File: src/common/asl_map.svh
`ifndef ASL_MAP_SVH
`define ASL_MAP_SVH

// Opcode bytes: one-byte forms, wide immediate lead byte and prefixes
`define ASL_OP_ADC_IND      8'h3E
`define ASL_OP_ADS_IND      8'h3F
`define ASL_OP_AND_IND      8'h39
`define ASL_OP_ADS_WIDE_IMM 8'hC9
`define ASL_OP_PFX_PAIR     8'hDC
`define ASL_OP_PFX_AND_IMM  8'hDD
// Upper nibble of the short immediate add-skip form
`define ASL_HI_ADS_IMM      4'hA
// Upper nibble of the second byte of the immediate AND form
`define ASL_HI_AND_IMM      4'h1
// Second byte of prefixed pair forms: bits 7:3, pair select in 2:1, bit 0 zero
`define ASL_SB_ADS_SRC      5'h13
`define ASL_SB_ADS_DST      5'h12
`define ASL_SB_AND_SRC      5'h03
`define ASL_SB_AND_DST      5'h02
// Reset values
`define ASL_RST_NIBBLE      4'h0
`define ASL_RST_BYTE        8'h00

`endif

File: src/common/asl_pkg.sv
package asl_pkg;

  typedef enum logic [1:0] {
    ASL_ST_FIRST  = 2'b00,
    ASL_ST_SECOND = 2'b01,
    ASL_ST_DROP   = 2'b10
  } asl_state_e;

  typedef enum logic [3:0] {
    ASL_OPN_NONE     = 4'h0,
    ASL_OPN_ADS_WIMM = 4'h1,
    ASL_OPN_ADS_SRC  = 4'h2,
    ASL_OPN_ADS_DST  = 4'h3,
    ASL_OPN_AND_IMM  = 4'h4,
    ASL_OPN_AND_SRC  = 4'h5,
    ASL_OPN_AND_DST  = 4'h6
  } asl_pend_e;

  typedef enum logic [2:0] {
    ASL_FN_ADD  = 3'h0,
    ASL_FN_ADC  = 3'h1,
    ASL_FN_AND  = 3'h2,
    ASL_FN_PASS = 3'h3
  } asl_fn_e;

endpackage : asl_pkg

File: src/rtl/asl_alu.sv
`timescale 1ns/1ps
`include "asl_map.svh"

// Combinational 8-bit operator; 4-bit operations use the low nibble
module asl_alu (
  input  wire logic           [7:0] opa,
  input  wire logic           [7:0] opb,
  input  wire logic                 cin,
  input  wire logic                 narrow,
  input  wire asl_pkg::asl_fn_e     fn,
  output logic                [7:0] res,
  output logic                      cout
);

  logic [8:0] sum8;
  logic [4:0] sum4;

  always_comb
  begin
    sum8 = {1'b0, opa} + {1'b0, opb} + {8'h00, cin};
    sum4 = {1'b0, opa[3:0]} + {1'b0, opb[3:0]} + {4'h0, cin};
    res  = `ASL_RST_BYTE;
    cout = 1'b0;
    case (fn)
      asl_pkg::ASL_FN_ADD, asl_pkg::ASL_FN_ADC:
      begin
        if (narrow)
        begin
          res  = {4'h0, sum4[3:0]};
          cout = sum4[4];
        end
        else
        begin
          res  = sum8[7:0];
          cout = sum8[8];
        end
      end
      asl_pkg::ASL_FN_AND:
      begin
        res = opa & opb;
      end
      asl_pkg::ASL_FN_PASS:
      begin
        res = opa;
      end
      default:
      begin
        res  = `ASL_RST_BYTE;
        cout = 1'b0;
      end
    endcase
  end

endmodule : asl_alu

File: src/rtl/asl_exec.sv
`timescale 1ns/1ps
`include "asl_map.svh"

// How it works
// - Byte 1010dddd adds a 4-bit immediate to A; one cycle plus skip.
// - Byte C9h then 8-bit immediate adds into the wide accumulator; two cycles plus skip.
// - Byte 3Fh adds memory nibble at pointer pair to A; one cycle plus skip.
// - Prefix DCh, 10011rr0 adds selected pair into wide accumulator; two cycles plus skip.
// - Prefix DCh, 10010rr0 adds wide accumulator into selected pair; two cycles plus skip.
// - Add-skip writes sum to destination, keeps source; overflow raises skip.
// - Add-skip never changes the carry flag.
// - Indirect add-with-carry then short immediate add-skip: carry skips that add-skip.
// - Short immediate add-skip right after indirect add-with-carry never skips on overflow.
// - Only the indirect add-with-carry changes add-skip skip behaviour.
// - Prefix DDh, 0001dddd ANDs immediate into A; two cycles.
// - Byte 39h ANDs memory nibble at pointer pair into A; one cycle.
// - Prefix DCh, 00011rr0 ANDs pair into wide accumulator; two cycles.
// - Prefix DCh, 00010rr0 ANDs wide accumulator into selected pair; two cycles.
// - AND gives one only where both bits are one; source unchanged.
// - Byte 3Eh adds A, memory nibble and carry; sum to A, carry-out to carry.
module asl_exec (
  input  wire logic       mclk,
  input  wire logic       rst,
  input  wire logic       ins_valid,
  input  wire logic [7:0] ins_byte,
  input  wire logic       ins_two_byte,
  input  wire logic [3:0] mem_rdata,
  output logic      [7:0] wide_accumulator,
  output logic      [7:0] pair_0,
  output logic      [7:0] pair_1,
  output logic      [7:0] pair_2,
  output logic      [7:0] pair_3,
  output logic            carry_flag,
  output logic            skip,
  output logic            busy,
  output logic            illegal
);

  typedef struct packed {
    asl_pkg::asl_state_e st;
    asl_pkg::asl_pend_e  pend;
    logic [7:0]          ea;
    logic [3:0][7:0]     pr;
    logic                cy;
    logic                adc_prev;
    logic                adc_cy;
    logic                skip;
    logic                busy;
    logic                ill;
    logic                drop2;
  } asl_exec_s;

  asl_exec_s         s_q;
  asl_exec_s         s_d;
  logic        [7:0] alu_a;
  logic        [7:0] alu_b;
  logic              alu_cin;
  logic              alu_narrow;
  asl_pkg::asl_fn_e  alu_fn;
  logic        [7:0] alu_res;
  logic              alu_cout;
  logic        [1:0] sel;
  logic              is_ads_imm;
  logic              ovf_skip;
  asl_pkg::asl_pend_e pend_eff;

  asl_alu u_alu (
    .opa    (alu_a),
    .opb    (alu_b),
    .cin    (alu_cin),
    .narrow (alu_narrow),
    .fn     (alu_fn),
    .res    (alu_res),
    .cout   (alu_cout)
  );

  // Operand select
  always_comb
  begin
    sel        = ins_byte[2:1];
    is_ads_imm = (ins_byte[7:4] == `ASL_HI_ADS_IMM);
    alu_a      = s_q.ea;
    alu_b      = `ASL_RST_BYTE;
    alu_cin    = 1'b0;
    alu_narrow = 1'b1;
    alu_fn     = asl_pkg::ASL_FN_PASS;
    pend_eff   = s_q.pend;
    // Pair prefix leaves the choice of operation to the second byte
    if (s_q.pend == asl_pkg::ASL_OPN_NONE && !ins_byte[0])
    begin
      case (ins_byte[7:3])
        `ASL_SB_ADS_SRC: pend_eff = asl_pkg::ASL_OPN_ADS_SRC;
        `ASL_SB_ADS_DST: pend_eff = asl_pkg::ASL_OPN_ADS_DST;
        `ASL_SB_AND_SRC: pend_eff = asl_pkg::ASL_OPN_AND_SRC;
        `ASL_SB_AND_DST: pend_eff = asl_pkg::ASL_OPN_AND_DST;
        default:         pend_eff = asl_pkg::ASL_OPN_NONE;
      endcase
    end
    if (s_q.pend == asl_pkg::ASL_OPN_AND_IMM && ins_byte[7:4] != `ASL_HI_AND_IMM)
    begin
      pend_eff = asl_pkg::ASL_OPN_NONE;
    end
    if (s_q.st == asl_pkg::ASL_ST_SECOND)
    begin
      alu_narrow = 1'b0;
      case (pend_eff)
        asl_pkg::ASL_OPN_ADS_WIMM:
        begin
          alu_b  = ins_byte;
          alu_fn = asl_pkg::ASL_FN_ADD;
        end
        asl_pkg::ASL_OPN_ADS_SRC, asl_pkg::ASL_OPN_ADS_DST:
        begin
          alu_b  = s_q.pr[sel];
          alu_fn = asl_pkg::ASL_FN_ADD;
        end
        asl_pkg::ASL_OPN_AND_IMM:
        begin
          alu_narrow = 1'b1;
          alu_b      = {4'h0, ins_byte[3:0]};
          alu_fn     = asl_pkg::ASL_FN_AND;
        end
        asl_pkg::ASL_OPN_AND_SRC, asl_pkg::ASL_OPN_AND_DST:
        begin
          alu_b  = s_q.pr[sel];
          alu_fn = asl_pkg::ASL_FN_AND;
        end
        default:
        begin
          alu_fn = asl_pkg::ASL_FN_PASS;
        end
      endcase
    end
    else
    begin
      alu_a = {4'h0, s_q.ea[3:0]};
      if (is_ads_imm)
      begin
        alu_b  = {4'h0, ins_byte[3:0]};
        alu_fn = asl_pkg::ASL_FN_ADD;
      end
      else if (ins_byte == `ASL_OP_ADS_IND)
      begin
        alu_b  = {4'h0, mem_rdata};
        alu_fn = asl_pkg::ASL_FN_ADD;
      end
      else if (ins_byte == `ASL_OP_ADC_IND)
      begin
        alu_b   = {4'h0, mem_rdata};
        alu_cin = s_q.cy;
        alu_fn  = asl_pkg::ASL_FN_ADC;
      end
      else if (ins_byte == `ASL_OP_AND_IND)
      begin
        alu_b  = {4'h0, mem_rdata};
        alu_fn = asl_pkg::ASL_FN_AND;
      end
    end
  end

  // Sequencer
  always_comb
  begin
    s_d      = s_q;
    s_d.skip = 1'b0;
    ovf_skip = 1'b0;
    if (ins_valid)
    begin
      case (s_q.st)
        asl_pkg::ASL_ST_DROP:
        begin
          // Discard one byte; a two-byte victim costs a second drop
          s_d.adc_prev = 1'b0;
          if (ins_two_byte && !s_q.drop2)
          begin
            s_d.drop2 = 1'b1;
          end
          else
          begin
            s_d.st    = asl_pkg::ASL_ST_FIRST;
            s_d.busy  = 1'b0;
            s_d.drop2 = 1'b0;
          end
        end
        asl_pkg::ASL_ST_SECOND:
        begin
          s_d.st       = asl_pkg::ASL_ST_FIRST;
          s_d.busy     = 1'b0;
          s_d.adc_prev = 1'b0;
          s_d.pend     = asl_pkg::ASL_OPN_NONE;
          case (pend_eff)
            asl_pkg::ASL_OPN_ADS_WIMM, asl_pkg::ASL_OPN_ADS_SRC:
            begin
              s_d.ea   = alu_res;
              ovf_skip = alu_cout;
            end
            asl_pkg::ASL_OPN_ADS_DST:
            begin
              s_d.pr[sel] = alu_res;
              ovf_skip    = alu_cout;
            end
            asl_pkg::ASL_OPN_AND_IMM:
            begin
              s_d.ea[3:0] = alu_res[3:0];
            end
            asl_pkg::ASL_OPN_AND_SRC:
            begin
              s_d.ea = alu_res;
            end
            asl_pkg::ASL_OPN_AND_DST:
            begin
              s_d.pr[sel] = alu_res;
            end
            default:
            begin
              s_d.ill = 1'b1;
            end
          endcase
          if (ovf_skip)
          begin
            s_d.skip = 1'b1;
            s_d.st   = asl_pkg::ASL_ST_DROP;
            s_d.busy = 1'b1;
          end
        end
        default:
        begin
          s_d.adc_prev = 1'b0;
          s_d.ill      = 1'b0;
          if (is_ads_imm && s_q.adc_prev)
          begin
            // Add-skip after indirect add-with-carry: carry skips it, overflow ignored
            if (!s_q.adc_cy)
            begin
              s_d.ea[3:0] = alu_res[3:0];
            end
          end
          else if (is_ads_imm || ins_byte == `ASL_OP_ADS_IND)
          begin
            s_d.ea[3:0] = alu_res[3:0];
            ovf_skip    = alu_cout;
          end
          else if (ins_byte == `ASL_OP_ADC_IND)
          begin
            s_d.ea[3:0]  = alu_res[3:0];
            s_d.cy       = alu_cout;
            s_d.adc_prev = 1'b1;
            s_d.adc_cy   = alu_cout;
          end
          else if (ins_byte == `ASL_OP_AND_IND)
          begin
            s_d.ea[3:0] = alu_res[3:0];
          end
          else
          begin
            s_d.st   = asl_pkg::ASL_ST_SECOND;
            s_d.busy = 1'b1;
            s_d.pend = asl_pkg::ASL_OPN_NONE;
            if (ins_byte == `ASL_OP_ADS_WIDE_IMM)
            begin
              s_d.pend = asl_pkg::ASL_OPN_ADS_WIMM;
            end
            else if (ins_byte == `ASL_OP_PFX_AND_IMM)
            begin
              s_d.pend = asl_pkg::ASL_OPN_AND_IMM;
            end
            else if (ins_byte == `ASL_OP_PFX_PAIR)
            begin
              s_d.pend = asl_pkg::ASL_OPN_NONE;
            end
            else
            begin
              s_d.st   = asl_pkg::ASL_ST_FIRST;
              s_d.busy = 1'b0;
              s_d.ill  = 1'b1;
            end
          end
          if (ovf_skip)
          begin
            s_d.skip = 1'b1;
          end
          if (s_d.skip)
          begin
            s_d.st   = asl_pkg::ASL_ST_DROP;
            s_d.busy = 1'b1;
          end
        end
      endcase
    end
  end

  always_ff @(posedge mclk)
  begin
    if (rst)
    begin
      s_q.st       <= asl_pkg::ASL_ST_FIRST;
      s_q.pend     <= asl_pkg::ASL_OPN_NONE;
      s_q.ea       <= `ASL_RST_BYTE;
      s_q.pr       <= {4{`ASL_RST_BYTE}};
      s_q.cy       <= 1'b0;
      s_q.adc_prev <= 1'b0;
      s_q.adc_cy   <= 1'b0;
      s_q.skip     <= 1'b0;
      s_q.busy     <= 1'b0;
      s_q.ill      <= 1'b0;
      s_q.drop2    <= 1'b0;
    end
    else
    begin
      s_q <= s_d;
    end
  end

  assign wide_accumulator = s_q.ea;
  assign pair_0           = s_q.pr[0];
  assign pair_1           = s_q.pr[1];
  assign pair_2           = s_q.pr[2];
  assign pair_3           = s_q.pr[3];
  assign carry_flag       = s_q.cy;
  assign skip             = s_q.skip;
  assign busy             = s_q.busy;
  assign illegal          = s_q.ill;

endmodule : asl_exec

File: config.mk
export PLATFORM = sky130hd
export DESIGN_NAME = asl_exec
export DESIGN_NICKNAME = d
export VERILOG_FILES = /design/src/common/asl_pkg.sv /design/src/rtl/asl_alu.sv /design/src/rtl/asl_exec.sv
export VERILOG_INCLUDE_DIRS = /design/src /design/src/common
export SDC_FILE = /design/constraint.sdc
export NUM_CORES = 1
export LEC_CHECK = 0
export ABC_AREA = 1
export BUFFER_PORTS_ARGS = -buffer_cell sky130_fd_sc_hd__buf_2
export CORE_MARGIN = 2
export CORE_UTILIZATION = 52
export CTS_CLUSTER_DIAMETER = 50
export DETAILED_ROUTE_END_ITERATION = 8
export MAX_ROUTING_LAYER = met4
export PLACE_DENSITY = 0.81
export SYNTH_ARGS = -nofsm -noshare
export SYNTH_HDL_FRONTEND = slang
export SYNTH_SLANG_ARGS = --single-unit
File: constraint.sdc
create_clock -name mclk -period 3.4 [get_ports mclk]
set_input_delay 0.51 -clock mclk [delete_from_list [all_inputs] [get_ports mclk]]
set_output_delay 0.51 -clock mclk [all_outputs]
set_load 0.01 [all_outputs]
==> impl_metrics.py <==
metrics = {
    "clock_tree": {
        "clock_sinks": 50,
        "clk_pin_slew_ns": 0.10,
        "clk_path_buf_depth": 2,
        "cts_tree": "built",
        "cts_buffers": 5,
        "hold_buffers": 0,
        "cts_max_level": 2,
        "cts_root_buffer": "clkbuf_8",
        "clock_latency_ns": 0.31,
    },
    "setup_path": {
        "critPathArrivalTime_ns": 3.59,
        "critPathMaxStageDelay_ns": 0.36,
        "path_buf_inv": 7,
        "cp-start-kind": "input pin",
        "cp_data_required_time_ns": 3.63,
        "cpMostUsedCell": "nand2_2",
        "cp_top_family": "simple AND/OR/NAND/NOR gates",
        "end_kind": "flip-flop",
        "cpMaxStageDelayCell": "ha_1",
        "rr_worst_depth": 25,
        "cp.depth": 25,
        "crit_fanout": 7,
        "critPathKind": "input pin to flip-flop",
    },
    "sta": {
        "finalHoldViolCount": 0,
        "setup_viol_count_final": 0,
        "finalCritPeriodShare": 0.989,
        "skew_ns": 0.00372,
        "drv_slew": 0,
        "grt_setup_unrepaired": "true",
        "max_freq_mhz": 297,
        "max-slew-margin-rel": 0.296,
        "worst_slew_pin_slew_ns": 1.05,
        "min_period_ns": 3.36,
        "tns_ns": 0,
    },
    "synthesis": {
        "yosysWarnings": 0,
        "yosys.area.top_type_share": 0.278,
        "yosysTopAreaCell": "dfxtp_1",
        "syn_area_per_cell_um2": 6.52,
        "syn-cell-area_um2": 3600,
        "synth_cells": 553,
        "synth-edff-count": 0,
        "ys_top_cells_by_area": "dfxtp_1, nor2_1, nand2_1",
        "synth-async-reset-ratio": 0,
        "synth_common_cells": "nor2_1, nand2_1, inv_1",
        "synth_nets": 581,
        "yosysSeqAreaShare": 0.278,
        "yosysMostFrequentCell": "nor2_1",
        "ys_ff_latch": 50,
        "ys.flop_type": "dfxtp_1",
        "ys_types": 41,
    },
    "final_layout": {
        "diodes": 0,
        "nFillCells": 596,
        "finalCoreUtilization": 0.637,
        "drive_gt1_frac": 0.319,
        "post-route-cell-area_um2": 4310,
        "nets": 645,
        "regArea_um2": 1000,
        "multiInputGateArea_um2": 2130,
        "syn_to_final_growth_pct": 19.5,
    },
    "global_route": {
        "grt_pass1_vias": 3641,
        "grt_max_degree": 39,
        "grt-ovfl-total": 0,
        "grtUsageMet1": 0.381,
        "top_usage_layer": "met2",
        "antenna_found_initial": 0,
        "grt_pass1_wl_um": 17400,
        "grtUsageTotal": 0.298,
        "gr-usage-met2": 0.479,
        "grt_use_met3": 0.0436,
    },
    "power": {
        "clock_power_share": 0.333,
        "pwr-share-comb": 0.226,
        "vdd_drop_max_mv": 0.167,
        "swShare": 0.305,
        "power-per-cell-area_nw_per_um2": 321,
        "totalPowerFinal_mw": 1.38,
        "p_sw_mw": 0.422,
        "leakagePower_nw": 2.29,
        "p_seq_frac": 0.441,
        "cell_internal_pwr_mw": 0.960,
    },
    "routing": {
        "drc": 0,
        "num_vias": 3952,
        "viasPerCell": 5.66,
        "wirelength_um": 11100,
        "detail_route.wl_per_cell_um": 15.9,
        "ant_nets": 0,
        "drt_iter0_drc": 342,
        "drt_pass1_iterations": 5,
    },
    "floorplanning": {
        "start_util": 0.534,
        "fp.dieH_um": 87.3,
        "coreArea_um2": 6760,
        "die_area_um2": 7610,
        "io_pins": 60,
        "dieWidth_um": 87.3,
        "rows": 30,
    },
    "place": {
        "place_congestion": 0.991,
        "portBuffers": 59,
        "placed_area_um2": 3940,
        "dp.final_hpwl_um": 7970,
    },
    "status": {
        "status": "completed",
    },
    "worst_hold_path": {
        "whs_path_depth": 2,
        "hold_path.class": "flip-flop to flip-flop",
    },
    "job": {
        "cap_violations": 0,
    },
}
-- power groups by stage --
| stage | clock (mW) | combinational, mW | sequential (mW) |
|---|---|---|---|
| finish | 0.460 | 0.313 | 0.609 |
| detailed placement | 0 | 0.263 | 0.621 |
| global route | 0.488 | 0.337 | 0.611 |
| CTS | 0.468 | 0.274 | 0.608 |
| global placement | 0 | 0.257 | 0.620 |
| floorplan | 0 | 0.164 | 0.619 |
-- what timing repair did --
action                     CTS  global route
pin swaps                    4            25
setup endpoints to repair    8            30
setup buffers                3             7
gates cloned                 0             0
gates resized for setup     11            47
-- worst min-delay path, stage by stage, from the launching register on --
cell	delay, ns
dfxtp_1	0.32
nand2_1	0.06
a21oi_1	0.05
-- cell type report --
class,count,share of cell area
multi-input cells,378,0.494
flip-flops and latches,50,0.233
well taps,80,0.0232
repair buffers,106,0.153
clock buffers,6,0.0192
inverters,76,0.0683
clock inverters,2,0.00901
-- final timing paths --
kind               start      end  slack, ns
max          ins_byte[5]     skip       0.04
min              illegal  illegal       0.47
max reg2reg      s_q[49]     skip       0.06
min reg2reg      illegal  illegal       0.47
-- sequential cells by signal, summed over array words and instances (netlist names), 7 cells and up --
| name | flops |
|---|---|
| pair_0 | 8 |
| pair_1 | 8 |
| pair_2 | 8 |
| wide_accumulator | 8 |
| pair_3 | 8 |
| s_q | 7 |
-- cells in the final DEF, fill, tap and decap left out, types with 7 or more instances in the layout --
master and n:
buf_2 58, a22oi_1 9, nand2_1 84, nor2_1 85, buf_4 46, nand2_2 14
o21ai_1 27, nand3_1 26, a22o_1 8, ha_1 9, inv_2 15, o21ai_0 17
nor2_2 7, nand3_2 13, a21oi_1 24, dfxtp_1 48, inv_1 56
-- metrics by stage --
step	hold slack (ns)	worst slack [ns]	std cells
2_1_floorplan	0.440	0.0713	553
3_3_place_gp	0.451	-0.140	680
3_5_place_dp	0.457	-0.307	680
4_1_cts	0.472	0.00226	691
5_1_grt	0.496	-0.125	698
6_report	0.471	0.0380	698
-- kinds of logic (layout without fill, tap and decap cells) --
| kind of cell | after synthesis | after routing | synth area share |
|---|---|---|---|
| flops | 50 | 50 | 0.278 |
| simple gates | 255 | 255 | 0.314 |
| fa+ha+maj | 12 | 12 | 0.0458 |
| compound gates | 110 | 110 | 0.185 |
| buf+inv | 125 | 190 | 0.175 |
| xor+xnor | 1 | 1 | 0.00243 |
-- metal layers --
layer / wire [um] / up-vias / part of all wire
li1: - / 1883 / -
met3: 776 / 47 / 0.070
met4: 363 / 0 / 0.033
met2: 5170 / 210 / 0.47
met5: 0 / - / 0
met1: 4770 / 1812 / 0.43
Note: power is estimated with default switching activity, not from simulation.
